[src/utf_pkg.sv]
// Shared constants and types for the UTC time formatter
package utf_pkg;

    // ------------------------------------------------------------------
    // Time constants
    // ------------------------------------------------------------------
    localparam logic [31:0] UTF_NS_PER_S = 32'h3B9A_CA00;
    localparam logic [31:0] UTF_NS_HALF_CS = 32'h004C_4B40;
    localparam logic [31:0] UTF_NS_PER_CS = 32'h0098_9680;
    localparam logic [31:0] UTF_NS_ROUND_UP = 32'h3B4E_7EC0;
    localparam logic [16:0] UTF_S_PER_DAY = 17'h1_5180;
    localparam logic [16:0] UTF_S_LAST_OF_DAY = 17'h1_517F;
    localparam logic [16:0] UTF_S_PER_HOUR = 17'h0_0E10;
    localparam logic [16:0] UTF_S_PER_MIN = 17'h0_003C;

    // ------------------------------------------------------------------
    // Week and date constants
    // ------------------------------------------------------------------
    localparam logic [15:0] UTF_WEEK_WRAP = 16'h0400;
    localparam logic [15:0] UTF_DEF_REF_WEEK = 16'h0800;
    localparam logic [7:0] UTF_MIN_PROTO_ALT = 8'h18;
    localparam logic [19:0] UTF_EPOCH_DAY_OFS = 20'h0_0005;
    localparam logic [11:0] UTF_BASE_YEAR = 12'h07BC;
    localparam logic [6:0] UTF_CS_PER_S = 7'h64;

    // ------------------------------------------------------------------
    // Types
    // ------------------------------------------------------------------
    typedef enum logic [1:0] {
        UTF_LEAP_NONE = 2'b00,
        UTF_LEAP_INS = 2'b01,
        UTF_LEAP_DEL = 2'b10
    } utf_leap_e;

    typedef enum logic [2:0] {
        UTF_ST_INIT = 3'b000,
        UTF_ST_IDLE = 3'b001,
        UTF_ST_CS = 3'b010,
        UTF_ST_DAYS = 3'b011,
        UTF_ST_FIX = 3'b100,
        UTF_ST_HMS = 3'b101,
        UTF_ST_DATE = 3'b110
    } utf_state_e;

    typedef enum logic [1:0] {
        UTF_DS_IDLE = 2'b00,
        UTF_DS_YEAR = 2'b01,
        UTF_DS_MONTH = 2'b10
    } utf_dstate_e;

endpackage

[src/utf_date_calc.sv]
// Day count since the base year to calendar year, month and day
`timescale 1ns/100ps
`default_nettype none
module utf_date_calc
    import utf_pkg::*;
(
    // Clock and reset
    input wire logic clk,
    input wire logic rst,
    // Request
    input wire logic start,
    input wire logic [19:0] days,
    // Result
    output logic done,
    output logic [11:0] year,
    output logic [3:0] month,
    output logic [4:0] day
);
    import utf_pkg::*;

    typedef struct packed {
        utf_dstate_e state;
        logic [19:0] rem;
        logic [11:0] year;
        logic [3:0] month;
        logic [4:0] day;
        logic done;
    } utf_date_s;

    utf_date_s st_q, st_d;

    // Leap year by four-year rule, exact for 1901 to 2099
    function automatic logic is_leap(input logic [11:0] y);
        is_leap = (y[1:0] == 2'b00);
    endfunction

    function automatic logic [19:0] month_len(input logic [3:0] m,
                                              input logic [11:0] y);
        unique case (m)
            4'h2: month_len = is_leap(y) ? 20'h0_001D : 20'h0_001C;
            4'h4, 4'h6, 4'h9, 4'hB: month_len = 20'h0_001E;
            default: month_len = 20'h0_001F;
        endcase
    endfunction

    always_comb begin
        st_d = st_q;
        st_d.done = 1'b0;
        unique case (st_q.state)
            UTF_DS_IDLE: begin
                if (start) begin
                    st_d.rem = days;
                    st_d.year = UTF_BASE_YEAR;
                    st_d.month = 4'h1;
                    st_d.state = UTF_DS_YEAR;
                end
            end
            UTF_DS_YEAR: begin
                if (st_q.rem >= (is_leap(st_q.year) ? 20'h0_016E
                                                    : 20'h0_016D)) begin
                    st_d.rem = st_q.rem - (is_leap(st_q.year) ? 20'h0_016E
                                                              : 20'h0_016D);
                    st_d.year = st_q.year + 12'h001;
                end else begin
                    st_d.state = UTF_DS_MONTH;
                end
            end
            UTF_DS_MONTH: begin
                if (st_q.rem >= month_len(st_q.month, st_q.year)) begin
                    st_d.rem = st_q.rem - month_len(st_q.month, st_q.year);
                    st_d.month = st_q.month + 4'h1;
                end else begin
                    st_d.day = 5'(st_q.rem) + 5'h01;
                    st_d.done = 1'b1;
                    st_d.state = UTF_DS_IDLE;
                end
            end
            default: st_d.state = UTF_DS_IDLE;
        endcase
    end

    always_ff @(posedge clk) begin
        if (rst) begin
            st_q <= '0;
        end else begin
            st_q <= st_d;
        end
    end

    assign done = st_q.done;
    assign year = st_q.year;
    assign month = st_q.month;
    assign day = st_q.day;
endmodule
`default_nettype wire

[src/utf_time_formatter.sv]
// UTC time formatter: rounding, calendar split, leap seconds, week
`timescale 1ns/100ps
`default_nettype none
module utf_time_formatter
    import utf_pkg::*;
(
    // Clock and reset
    input wire logic clk,
    input wire logic rst,
    // Epoch input
    input wire logic epoch_start,
    input wire logic [9:0] epoch_week10,
    input wire logic [19:0] seconds_into_week,
    input wire logic [31:0] epoch_ns,
    input wire logic alt_week_valid,
    input wire logic [15:0] alt_week,
    input wire logic [1:0] leap_pending,
    input wire logic leap_insert_now,
    // Configuration
    input wire logic [7:0] protocol_version,
    input wire logic override_valid,
    input wire logic [15:0] rollover_week_override,
    input wire logic text_compat_select,
    input wire logic [2:0] utc_variant_select,
    // Backed real-time clock
    input wire logic rtc_present,
    input wire logic rtc_powered,
    input wire logic [15:0] rtc_week,
    input wire logic [19:0] rtc_sow,
    // Report output
    output logic rep_valid,
    output logic busy,
    output logic [11:0] rep_year,
    output logic [3:0] rep_month,
    output logic [4:0] rep_day,
    output logic [4:0] rep_hour,
    output logic [5:0] rep_min,
    output logic [5:0] rep_sec,
    output logic signed [31:0] rep_nano,
    output logic [15:0] rep_full_week,
    output logic [2:0] rep_utc_variant,
    // Text output
    output logic [6:0] text_cs,
    output logic [9:0] text_frac_ms,
    output logic [1:0] text_digits,
    // Local time
    output logic local_valid,
    output logic [15:0] local_week,
    output logic [19:0] local_sow
);
    import utf_pkg::*;

    typedef struct packed {
        utf_state_e state;
        utf_leap_e leap;
        logic ins;
        logic carry;
        logic use_alt;
        logic compat;
        logic [15:0] ref_week;
        logic [9:0] week10;
        logic [15:0] week;
        logic [31:0] rem;
        logic [6:0] cs;
        logic [19:0] days;
        logic [16:0] tod;
        logic [19:0] sow;
        logic [4:0] hour;
        logic [5:0] min;
        logic [5:0] sec;
        logic signed [31:0] nano;
        logic [2:0] variant;
        logic date_go;
        logic rep_valid;
        logic busy;
        logic [11:0] r_year;
        logic [3:0] r_month;
        logic [4:0] r_day;
        logic [4:0] r_hour;
        logic [5:0] r_min;
        logic [5:0] r_sec;
        logic signed [31:0] r_nano;
        logic [15:0] r_week;
        logic [2:0] r_variant;
        logic [6:0] r_cs;
        logic [9:0] r_frac_ms;
        logic [1:0] r_digits;
        logic loc_valid;
        logic [15:0] loc_week;
        logic [19:0] loc_sow;
    } utf_state_s;

    utf_state_s st_q, st_d;
    logic date_done;
    logic [11:0] date_year;
    logic [3:0] date_month;
    logic [4:0] date_day;
    logic [15:0] ref_w;
    logic [15:0] exp_w;

    utf_date_calc u_date (
        .clk(clk),
        .rst(rst),
        .start(st_q.date_go),
        .days(st_q.days),
        .done(date_done),
        .year(date_year),
        .month(date_month),
        .day(date_day)
    );

    // ------------------------------------------------------------------
    // Week resolution
    // ------------------------------------------------------------------
    always_comb begin
        ref_w = override_valid ? rollover_week_override : UTF_DEF_REF_WEEK;
        exp_w = {ref_w[15:10], epoch_week10};
        if (epoch_week10 < ref_w[9:0]) begin
            exp_w = exp_w + UTF_WEEK_WRAP;
        end
    end

    // ------------------------------------------------------------------
    // Conversion sequence
    // ------------------------------------------------------------------
    always_comb begin
        st_d = st_q;
        st_d.date_go = 1'b0;
        st_d.rep_valid = 1'b0;
        unique case (st_q.state)
            UTF_ST_INIT: begin
                if (rtc_present && rtc_powered) begin
                    st_d.loc_valid = 1'b1;
                    st_d.loc_week = rtc_week;
                    st_d.loc_sow = rtc_sow;
                end
                st_d.state = UTF_ST_IDLE;
            end
            UTF_ST_IDLE: begin
                if (epoch_start) begin
                    st_d.use_alt = alt_week_valid &&
                        (protocol_version >= UTF_MIN_PROTO_ALT);
                    st_d.week = st_d.use_alt ? alt_week : exp_w;
                    st_d.week10 = epoch_week10;
                    st_d.ref_week = ref_w;
                    st_d.carry = (epoch_ns >= UTF_NS_ROUND_UP);
                    st_d.nano = st_d.carry ? $signed(epoch_ns - UTF_NS_PER_S)
                                           : $signed(epoch_ns);
                    st_d.rem = epoch_ns + UTF_NS_HALF_CS;
                    st_d.cs = 7'h00;
                    st_d.days = 20'(({4'h0, st_d.week} << 3) -
                        {4'h0, st_d.week}) + UTF_EPOCH_DAY_OFS;
                    st_d.sow = seconds_into_week;
                    st_d.leap = utf_leap_e'(leap_pending);
                    st_d.ins = leap_insert_now;
                    st_d.compat = text_compat_select;
                    st_d.variant = utc_variant_select;
                    st_d.hour = 5'h00;
                    st_d.min = 6'h00;
                    st_d.state = UTF_ST_CS;
                end
            end
            UTF_ST_CS: begin
                if (!st_q.carry && st_q.rem >= UTF_NS_PER_CS) begin
                    st_d.rem = st_q.rem - UTF_NS_PER_CS;
                    st_d.cs = st_q.cs + 7'h01;
                end else begin
                    st_d.state = UTF_ST_DAYS;
                end
            end
            UTF_ST_DAYS: begin
                if (st_q.sow >= {3'b000, UTF_S_PER_DAY}) begin
                    st_d.sow = st_q.sow - {3'b000, UTF_S_PER_DAY};
                    st_d.days = st_q.days + 20'h0_0001;
                end else begin
                    st_d.tod = 17'(st_q.sow);
                    st_d.state = UTF_ST_FIX;
                end
            end
            UTF_ST_FIX: begin
                st_d.tod = st_q.tod + {16'h0000, st_q.carry};
                if (st_q.carry) begin
                    st_d.ins = 1'b0;
                end
                if (st_q.leap == UTF_LEAP_DEL && !st_q.ins &&
                    st_d.tod == UTF_S_LAST_OF_DAY) begin
                    st_d.tod = UTF_S_PER_DAY;
                end
                if (st_d.tod == UTF_S_PER_DAY) begin
                    st_d.tod = 17'h0_0000;
                    st_d.days = st_q.days + 20'h0_0001;
                end
                st_d.state = UTF_ST_HMS;
            end
            UTF_ST_HMS: begin
                if (st_q.tod >= UTF_S_PER_HOUR) begin
                    st_d.tod = st_q.tod - UTF_S_PER_HOUR;
                    st_d.hour = st_q.hour + 5'h01;
                end else if (st_q.tod >= UTF_S_PER_MIN) begin
                    st_d.tod = st_q.tod - UTF_S_PER_MIN;
                    st_d.min = st_q.min + 6'h01;
                end else begin
                    st_d.sec = 6'(st_q.tod) + {5'h00, st_q.ins};
                    st_d.date_go = 1'b1;
                    st_d.state = UTF_ST_DATE;
                end
            end
            UTF_ST_DATE: begin
                if (date_done) begin
                    st_d.rep_valid = 1'b1;
                    st_d.r_year = date_year;
                    st_d.r_month = date_month;
                    st_d.r_day = date_day;
                    st_d.r_hour = st_q.hour;
                    st_d.r_min = st_q.min;
                    st_d.r_sec = st_q.sec;
                    st_d.r_nano = st_q.nano;
                    st_d.r_week = st_q.week;
                    st_d.r_variant = st_q.variant;
                    st_d.r_cs = (st_q.cs == UTF_CS_PER_S) ? 7'h00 : st_q.cs;
                    st_d.r_frac_ms = 10'(st_d.r_cs * 10'h00A);
                    st_d.r_digits = st_q.compat ? 2'h3 : 2'h2;
                    st_d.state = UTF_ST_IDLE;
                end
            end
            default: st_d.state = UTF_ST_IDLE;
        endcase
        st_d.busy = (st_d.state != UTF_ST_IDLE);
    end

    always_ff @(posedge clk) begin
        if (rst) begin
            st_q <= '0;
        end else begin
            st_q <= st_d;
        end
    end

    // ------------------------------------------------------------------
    // Outputs
    // ------------------------------------------------------------------
    assign rep_valid = st_q.rep_valid;
    assign busy = st_q.busy;
    assign rep_year = st_q.r_year;
    assign rep_month = st_q.r_month;
    assign rep_day = st_q.r_day;
    assign rep_hour = st_q.r_hour;
    assign rep_min = st_q.r_min;
    assign rep_sec = st_q.r_sec;
    assign rep_nano = st_q.r_nano;
    assign rep_full_week = st_q.r_week;
    assign rep_utc_variant = st_q.r_variant;
    assign text_cs = st_q.r_cs;
    assign text_frac_ms = st_q.r_frac_ms;
    assign text_digits = st_q.r_digits;
    assign local_valid = st_q.loc_valid;
    assign local_week = st_q.loc_week;
    assign local_sow = st_q.loc_sow;
endmodule
`default_nettype wire
[config.mk]
export PLATFORM = sky130hd
export DESIGN_NAME = utf_time_formatter
export DESIGN_NICKNAME = d
export VERILOG_FILES = /design/src/utf_pkg.sv /design/src/utf_date_calc.sv /design/src/utf_time_formatter.sv
export SDC_FILE = /design/constraint.sdc
export NUM_CORES = 1
export LEC_CHECK = 0
export ABC_AREA = 1
export BUFFER_PORTS_ARGS = -buffer_cell sky130_fd_sc_hd__buf_2
export CORE_MARGIN = 2
export CORE_UTILIZATION = 50
export CTS_CLUSTER_DIAMETER = 120
export DETAILED_ROUTE_END_ITERATION = 8
export GPL_TIMING_DRIVEN = 0
export PLACE_DENSITY = 0.71
export SLEW_MARGIN = 20
export SYNTH_ARGS = -nofsm -noshare
export SYNTH_HDL_FRONTEND = slang
export SYNTH_HIERARCHICAL = 1
export SYNTH_SLANG_ARGS = --single-unit
export TNS_END_PERCENT = 10
[constraint.sdc]
create_clock -name clk -period 4.4 [get_ports clk]
set_input_delay 0.66 -clock clk [delete_from_list [all_inputs] [get_ports clk]]
set_output_delay 0.66 -clock clk [all_outputs]
set_load 0.005 [all_outputs]
* Yosys cells after proc, flatten, opt, wreduce, memory -nomap -nowiden
Index checks and enable logic that the tools add are counted.
Storage, ports and cells: bits of input ports 152, word-level logic and storage cells 204, register bits after elaboration 390
Operators by class: bitwise operators 6, $mul 1, magnitude comparators 9, reductions and logical operators 39, eq/ne operators 33, add/subtract/negate cells 20, mux-type cells 53
Operators with widths (number):
- $mux 20 | 6
- $pmux 20 s3 | 2
- $mux 110 | 1
- $mux 17 | 5
- $pmux 20 s2 | 2
- $pmux 39 s2 | 1
- $mux 32 | 2
- $pmux 17 s3 | 1
- $mux 16 | 3
- $ge 20x20->1 | 2
- $sub 20x20->20 | 2
- $mux 39 | 1
- $mux 38 | 1
- $mux 37 | 1
- $eq 17x17->1 const B | 2
- $add 32x23->32 const B | 1
- $ge 32x24->1 const B | 1
- $ge 32x30->1 const B | 1
- $sub 32x24->32 const B | 1
- $sub 32x30->32 const B | 1
- $mux 31 | 1
- $reduce_and 3->1 | 9
- $ne 2x2->1 const B | 12
- $pmux 12 s2 | 1
- 57 further kinds | 101

* Longest topological paths before layout
depth in word-level cells 10, mapped depth 25

* By module
The synthesis kept the hierarchy.
Modules (own cells, without submodules):
- utf_time_formatter | cells each 2724, area an instance 18211.2 um^2, times used 1, seq. area each 6206.0 um^2
- utf_date_calc | cells each 626, area an instance 3832.4 um^2, times used 1, seq. area each 880.8 um^2

* Worst setup path before layout
No wires, ideal clock.
kind in2reg, start point input port override_valid, end point register st_q[254] (netlist name), path slack 537 ps, required time 4288 ps, stages on the path 24, library setup time 112 ps, data arrival time 3752 ps, path through clkbuf_1 -> clkbuf_1 -> nand2_1 -> ha_1 -> a21oi_1 -> o21ai_0 -> nor2_1 -> nand2_1 -> nor2b_1 -> a21oi_1 -> o21ai_0 -> o21ai_0 -> ha_1 -> nand2_1 -> nor2_1 -> nand2_1 -> o21ai_0 -> nand2_1 -> nand3_1 -> nand2_1 -> nand3_1 -> nand3_1 -> nor2_1 -> nor2_1
On the way: word-level cells in the longest chain between the ends 8, elaborated cells on any way between the ends 9, those cells by class add/sub (3); order compare (1); mux (5)
RTL lines:
- start: declaration | line utf_time_formatter.sv:21 | input wire logic override_valid,
- $mux 16 (*) | line utf_time_formatter.sv:116 | ref_w = override_valid ? rollover_week_override : UTF_DEF_REF_WEEK;
- $add 16x11->16 / $lt 10x10->1 (equally long branches) | line utf_time_formatter.sv:119, utf_time_formatter.sv:118
- $mux 16 (*) | line utf_time_formatter.sv:118 | if (epoch_week10 < ref_w[9:0]) begin
- $mux 16 (*) | line utf_time_formatter.sv:143 | st_d.week = st_d.use_alt ? alt_week : exp_w;
- $sub 19x16->20 (*) | line utf_time_formatter.sv:151 | st_d.days = 20'(({4'h0, st_d.week} << 3) -
- $add 20x3->20 (*) | line utf_time_formatter.sv:152 | {4'h0, st_d.week}) + UTF_EPOCH_DAY_OFS;
- $mux 110 (*) | line utf_time_formatter.sv:140 | if (epoch_start) begin
- $pmux 20 s3 (*) | line utf_time_formatter.sv:130 | unique case (st_q.state)
- end signal: assignment | line utf_time_formatter.sv:235 | st_q <= st_d;
- end: declaration | line utf_time_formatter.sv:93 | utf_state_s st_q, st_d;
Mark *: on every way between the ends. The rest lies on a longest branch, timed or not. The select of a mux whose other input is x is not followed. A chain may end at the register's enable or synchronous reset.

* Final worst setup path
start point input port override_valid, end point register st_q[252] (netlist name)
Same word-level chain as after synthesis.

==> out/metrics.csv <==
stage,metric,value,unit
status,outcome,completed,
timing,max_slew headroom,35.0,%
critical_path,FF-to-FF path depth,18,
global_route,Total GRT Usage,29.4,%
detailed_routing,drt drc,0,
global_route,largest net degree at the start of global routing,14,
timing,Fmax,256,MHz
floorplanning,Die Ht,214,um
critical_path,reg2reg end,u_date/st_q[39],
detailed_routing,wire length per cell,16.2,um
detailed_routing,Initial DRC Count,2068,
cts,Worst-path clk slew,0.07,ns
floorplanning,Die X,214,um
synth,Seq cells post-synth,354,
cts,CTS Hold Buffers Added,0,
critical_path,CP endpoint kind,flop,
synth,Netlist Area Pre-Place,22000,um^2
cts,clk buf depth,3,
critical_path,Max stage delay on crit path,0.41,ns
critical_path,CP max stage cell,ha_1,
synth,Syn Nets,3574,
final_layout,layout cell share with drive strength beyond 1,17.5,%
detailed_routing,Post-Route WL,69.6,mm
cts,# H-tree levels,2,
job,number of max-cap violations,0,
cts,total clock buffers created by CTS,41,
floorplanning,Initial Util,50.9,%
synth,synth warn,6,
critical_path,crit path DAT,4.37,ns
synth,"Top FF cell, synth",dfxtp_1,
global_route,initial antenna violation count,3,
place,gp weighted congestion,0.978,
critical_path,Critical path origin,override_valid,
synth,Netlist cell types,69,
power,cell leakage power,0.0126,uW
place,count of input and output buffers,288,
timing,"Hold Vio Cnt, Final",0,
critical_path,reg2reg start,u_date/month[0],
critical_path,"Critical Path, Cell by Cell",clkbuf_1 > clkbuf_2 > nand2_1 > ha_1 > a21oi_1 > o21ai_0 > nand2_1 > nand2_1 > nor2b_1 > a21oi_1 > o21ai_0 > o21ai_0 > ha_1 > a21oi_1 > o21ai_0 > a21oi_1 > o21ai_0 > o21ai_0 > nand3_1 > nor2_1 > nor2_1,
timing,hold slack final,0.270,ns
synth,syn avg cell area,6.58,um^2
floorplanning,Die ar.,45800,um^2
floorplanning,Core Area,43300,um^2
critical_path,Worst Path Required,4.86,ns
synth,asr flop ratio synth,0,%
global_route,global-route wire length before repair,110,mm
floorplanning,row cnt,76,
timing,clock skew,0.0166,ns
hold_path,path type of the worst min-delay path,input port to flop,
critical_path,WS Path Type,input port to flop,
cts,post-CTS setup buffer count,0,
final_layout,Final Non-Filler Cells,4299,
critical_path,WP buf/inv,2,
place,Placed Instances,4223,
synth,Post-synth EDFFs,0,
final_layout,Syn-to-layout area delta,16.2,%
final_layout,Layout Utilization,59.2,%
critical_path,CP Capture Point,st_q[252],
timing,Final period util,88.8,%
timing,"Slew Viols, Final",0,
detailed_routing,total vias in the final route,22700,
critical_path,Setup crit start kind,input port,
critical_path,"CP delay by family, top",compound AO/OA/AOI/OAI gates,
cts,CTS sink cnt,354,
timing,Worst Tran Pin Value,0.975,ns
final_layout,Final nets,3905,
timing,setup violators final,0,
final_layout,fill cell count,4298,
cts,CTS resizes,0,
timing,RSZ-0062 raised after global routing,no,
place,post-DP HPWL,53.1,mm
synth,Synth Instances,3350,
power,PD cells,468,nW/um^2
synth,register area share after synthesis,32.1,%
cts,clk_lat worst skew,0.57,ns
detailed_routing,Antenna Nets Post-Route,0,
critical_path,Critical Path Most Common Cell,o21ai_0,
cts,CTS tree,built,
critical_path,reg2reg setup slack,0.85,ns
timing,fin crit period,3.91,ns
floorplanning,I/O pins,299,
detailed_routing,post-DR vias/cell,5.27,
critical_path,Worst path depth,21,
cts,CTS Root Cell,clkbuf_16,
critical_path,Worst Path Max Fanout,10,
global_route,vias in the first global route,20500,
power,worst vdd ir,281,uV
global_route,GRT Residual Overflow,0,
detailed_routing,Pre-antenna DRT Iters,6,
where the power goes:
part           total, uW  switching, uW  leakage, uW  internal [uW]
registers           3970            372      0.00288           3590
logic               4500           2960      0.00903           1540
clock network       3540           1410     0.000689           2130
sequential cells by signal (all words and copies together), names as in the netlist, 12 cells and up:
| signal | cells |
|---|---|
| local_sow | 20 |
| rep_nano | 32 |
| st_q | 166 |
| u_date/st_q | 22 |
| rep_full_week | 16 |
| rep_year | 12 |
| u_date/year | 12 |
| local_week | 16 |
worst min-delay path, stage by stage:
cell	delay, ns
buf_2	0.08
nand2_1	0.04
nand2_1	0.04
synthesized netlist by cell type (all sizes together) (7+ instances only):
master	n	share of area, %
nor4	8	0.26
a22o	9	0.36
o21a	10	0.34
buf	197	6.6
clkbuf	111	1.9
ha	69	3.9
dfxtp	354	32
nand3b	9	0.32
a21oi	271	6.2
xor2	47	1.9
nor2	473	8.5
nand2	616	11
inv	362	6.2
o211ai	7	0.24
nand3	217	5.3
nor3	39	0.89
o21ai	409	9.4
or2	20	0.57
o22ai	9	0.26
a31oi	12	0.34
nand4	33	0.96
kinds of logic (layout without fill, tap and decap cells):
family	count (synthesis)	after routing	synth area share, %
other	1	2	0.0170
multiplexers	2	2	0.0908
adder cells (fa/ha/maj)	72	72	4.19
AND/OR/NAND/NOR	1427	1427	28.0
buffers and inverters	676	1039	14.8
flip-flops	354	354	32.1
XOR/XNOR	51	51	2.06
AO/OA/AOI/OAI	767	767	18.7
per-layer routing:
| metal | up-vias | routed length (um) | track usage, % |
|---|---|---|---|
| li1 | 11400 | - | - |
| met1 | 10200 | 31300 | 40.9 |
| met2 | 871 | 29600 | 45.1 |
| met3 | 128 | 6260 | 6.11 |
| met4 | 2 | 2360 | 10.2 |
| met5 | - | 9 | 0 |
cell usage in the layout (no fill, tap or decap), drive strengths merged, types with 47 or more instances in the layout:
| master | count |
|---|---|
| nor2 | 473 |
| nand2 | 616 |
| o21ai | 409 |
| dfxtp | 354 |
| buf | 485 |
| nand3 | 217 |
| clkbuf | 169 |
| a21oi | 271 |
| xor2 | 47 |
| ha | 69 |
| inv | 364 |
area by class of cell:
type,instances,area [um^2],area share (%)
multi-input combinational,2320,11700,45.7
clock buffer,58,1190,4.64
sequential,354,7090,27.7
inverter,368,1380,5.40
tap,585,732,2.86
buffer,308,1880,7.32
antenna,1,2.50,0.00977
timing repair buffer,288,1440,5.63
clock inverter,17,209,0.816
worst min path at each step:
stage                         start        endpoint  slack, ns  cells after the start
2_1_floorplan             st_q[164]       st_q[164]       0.42                      2
3_3_place_gp         local_week[14]  local_week[14]       0.43                      2
3_5_place_dp          local_week[0]   local_week[0]       0.44                      2
4_1_cts        seconds_into_week[1]       st_q[201]       0.25                      3
5_1_grt        seconds_into_week[1]       st_q[201]       0.28                      3
6_report       seconds_into_week[1]       st_q[201]       0.27                      3
metrics by stage:
step | instance area, um^2 | setup TNS (ns) | setup slack [ns] | total power [uW]
2_1_floorplan | 22000 | 0 | 0.537 | 7240
3_3_place_gp | 24200 | -0.602 | -0.242 | 8360
3_5_place_dp | 24200 | -0.584 | -0.237 | 8400
4_1_cts | 25600 | 0 | 0.351 | 12000
5_1_grt | 25600 | 0 | 0.0420 | 12800
6_report | 25600 | 0 | 0.491 | 12000
No activity file was read; power rests on OpenSTA's default activity.
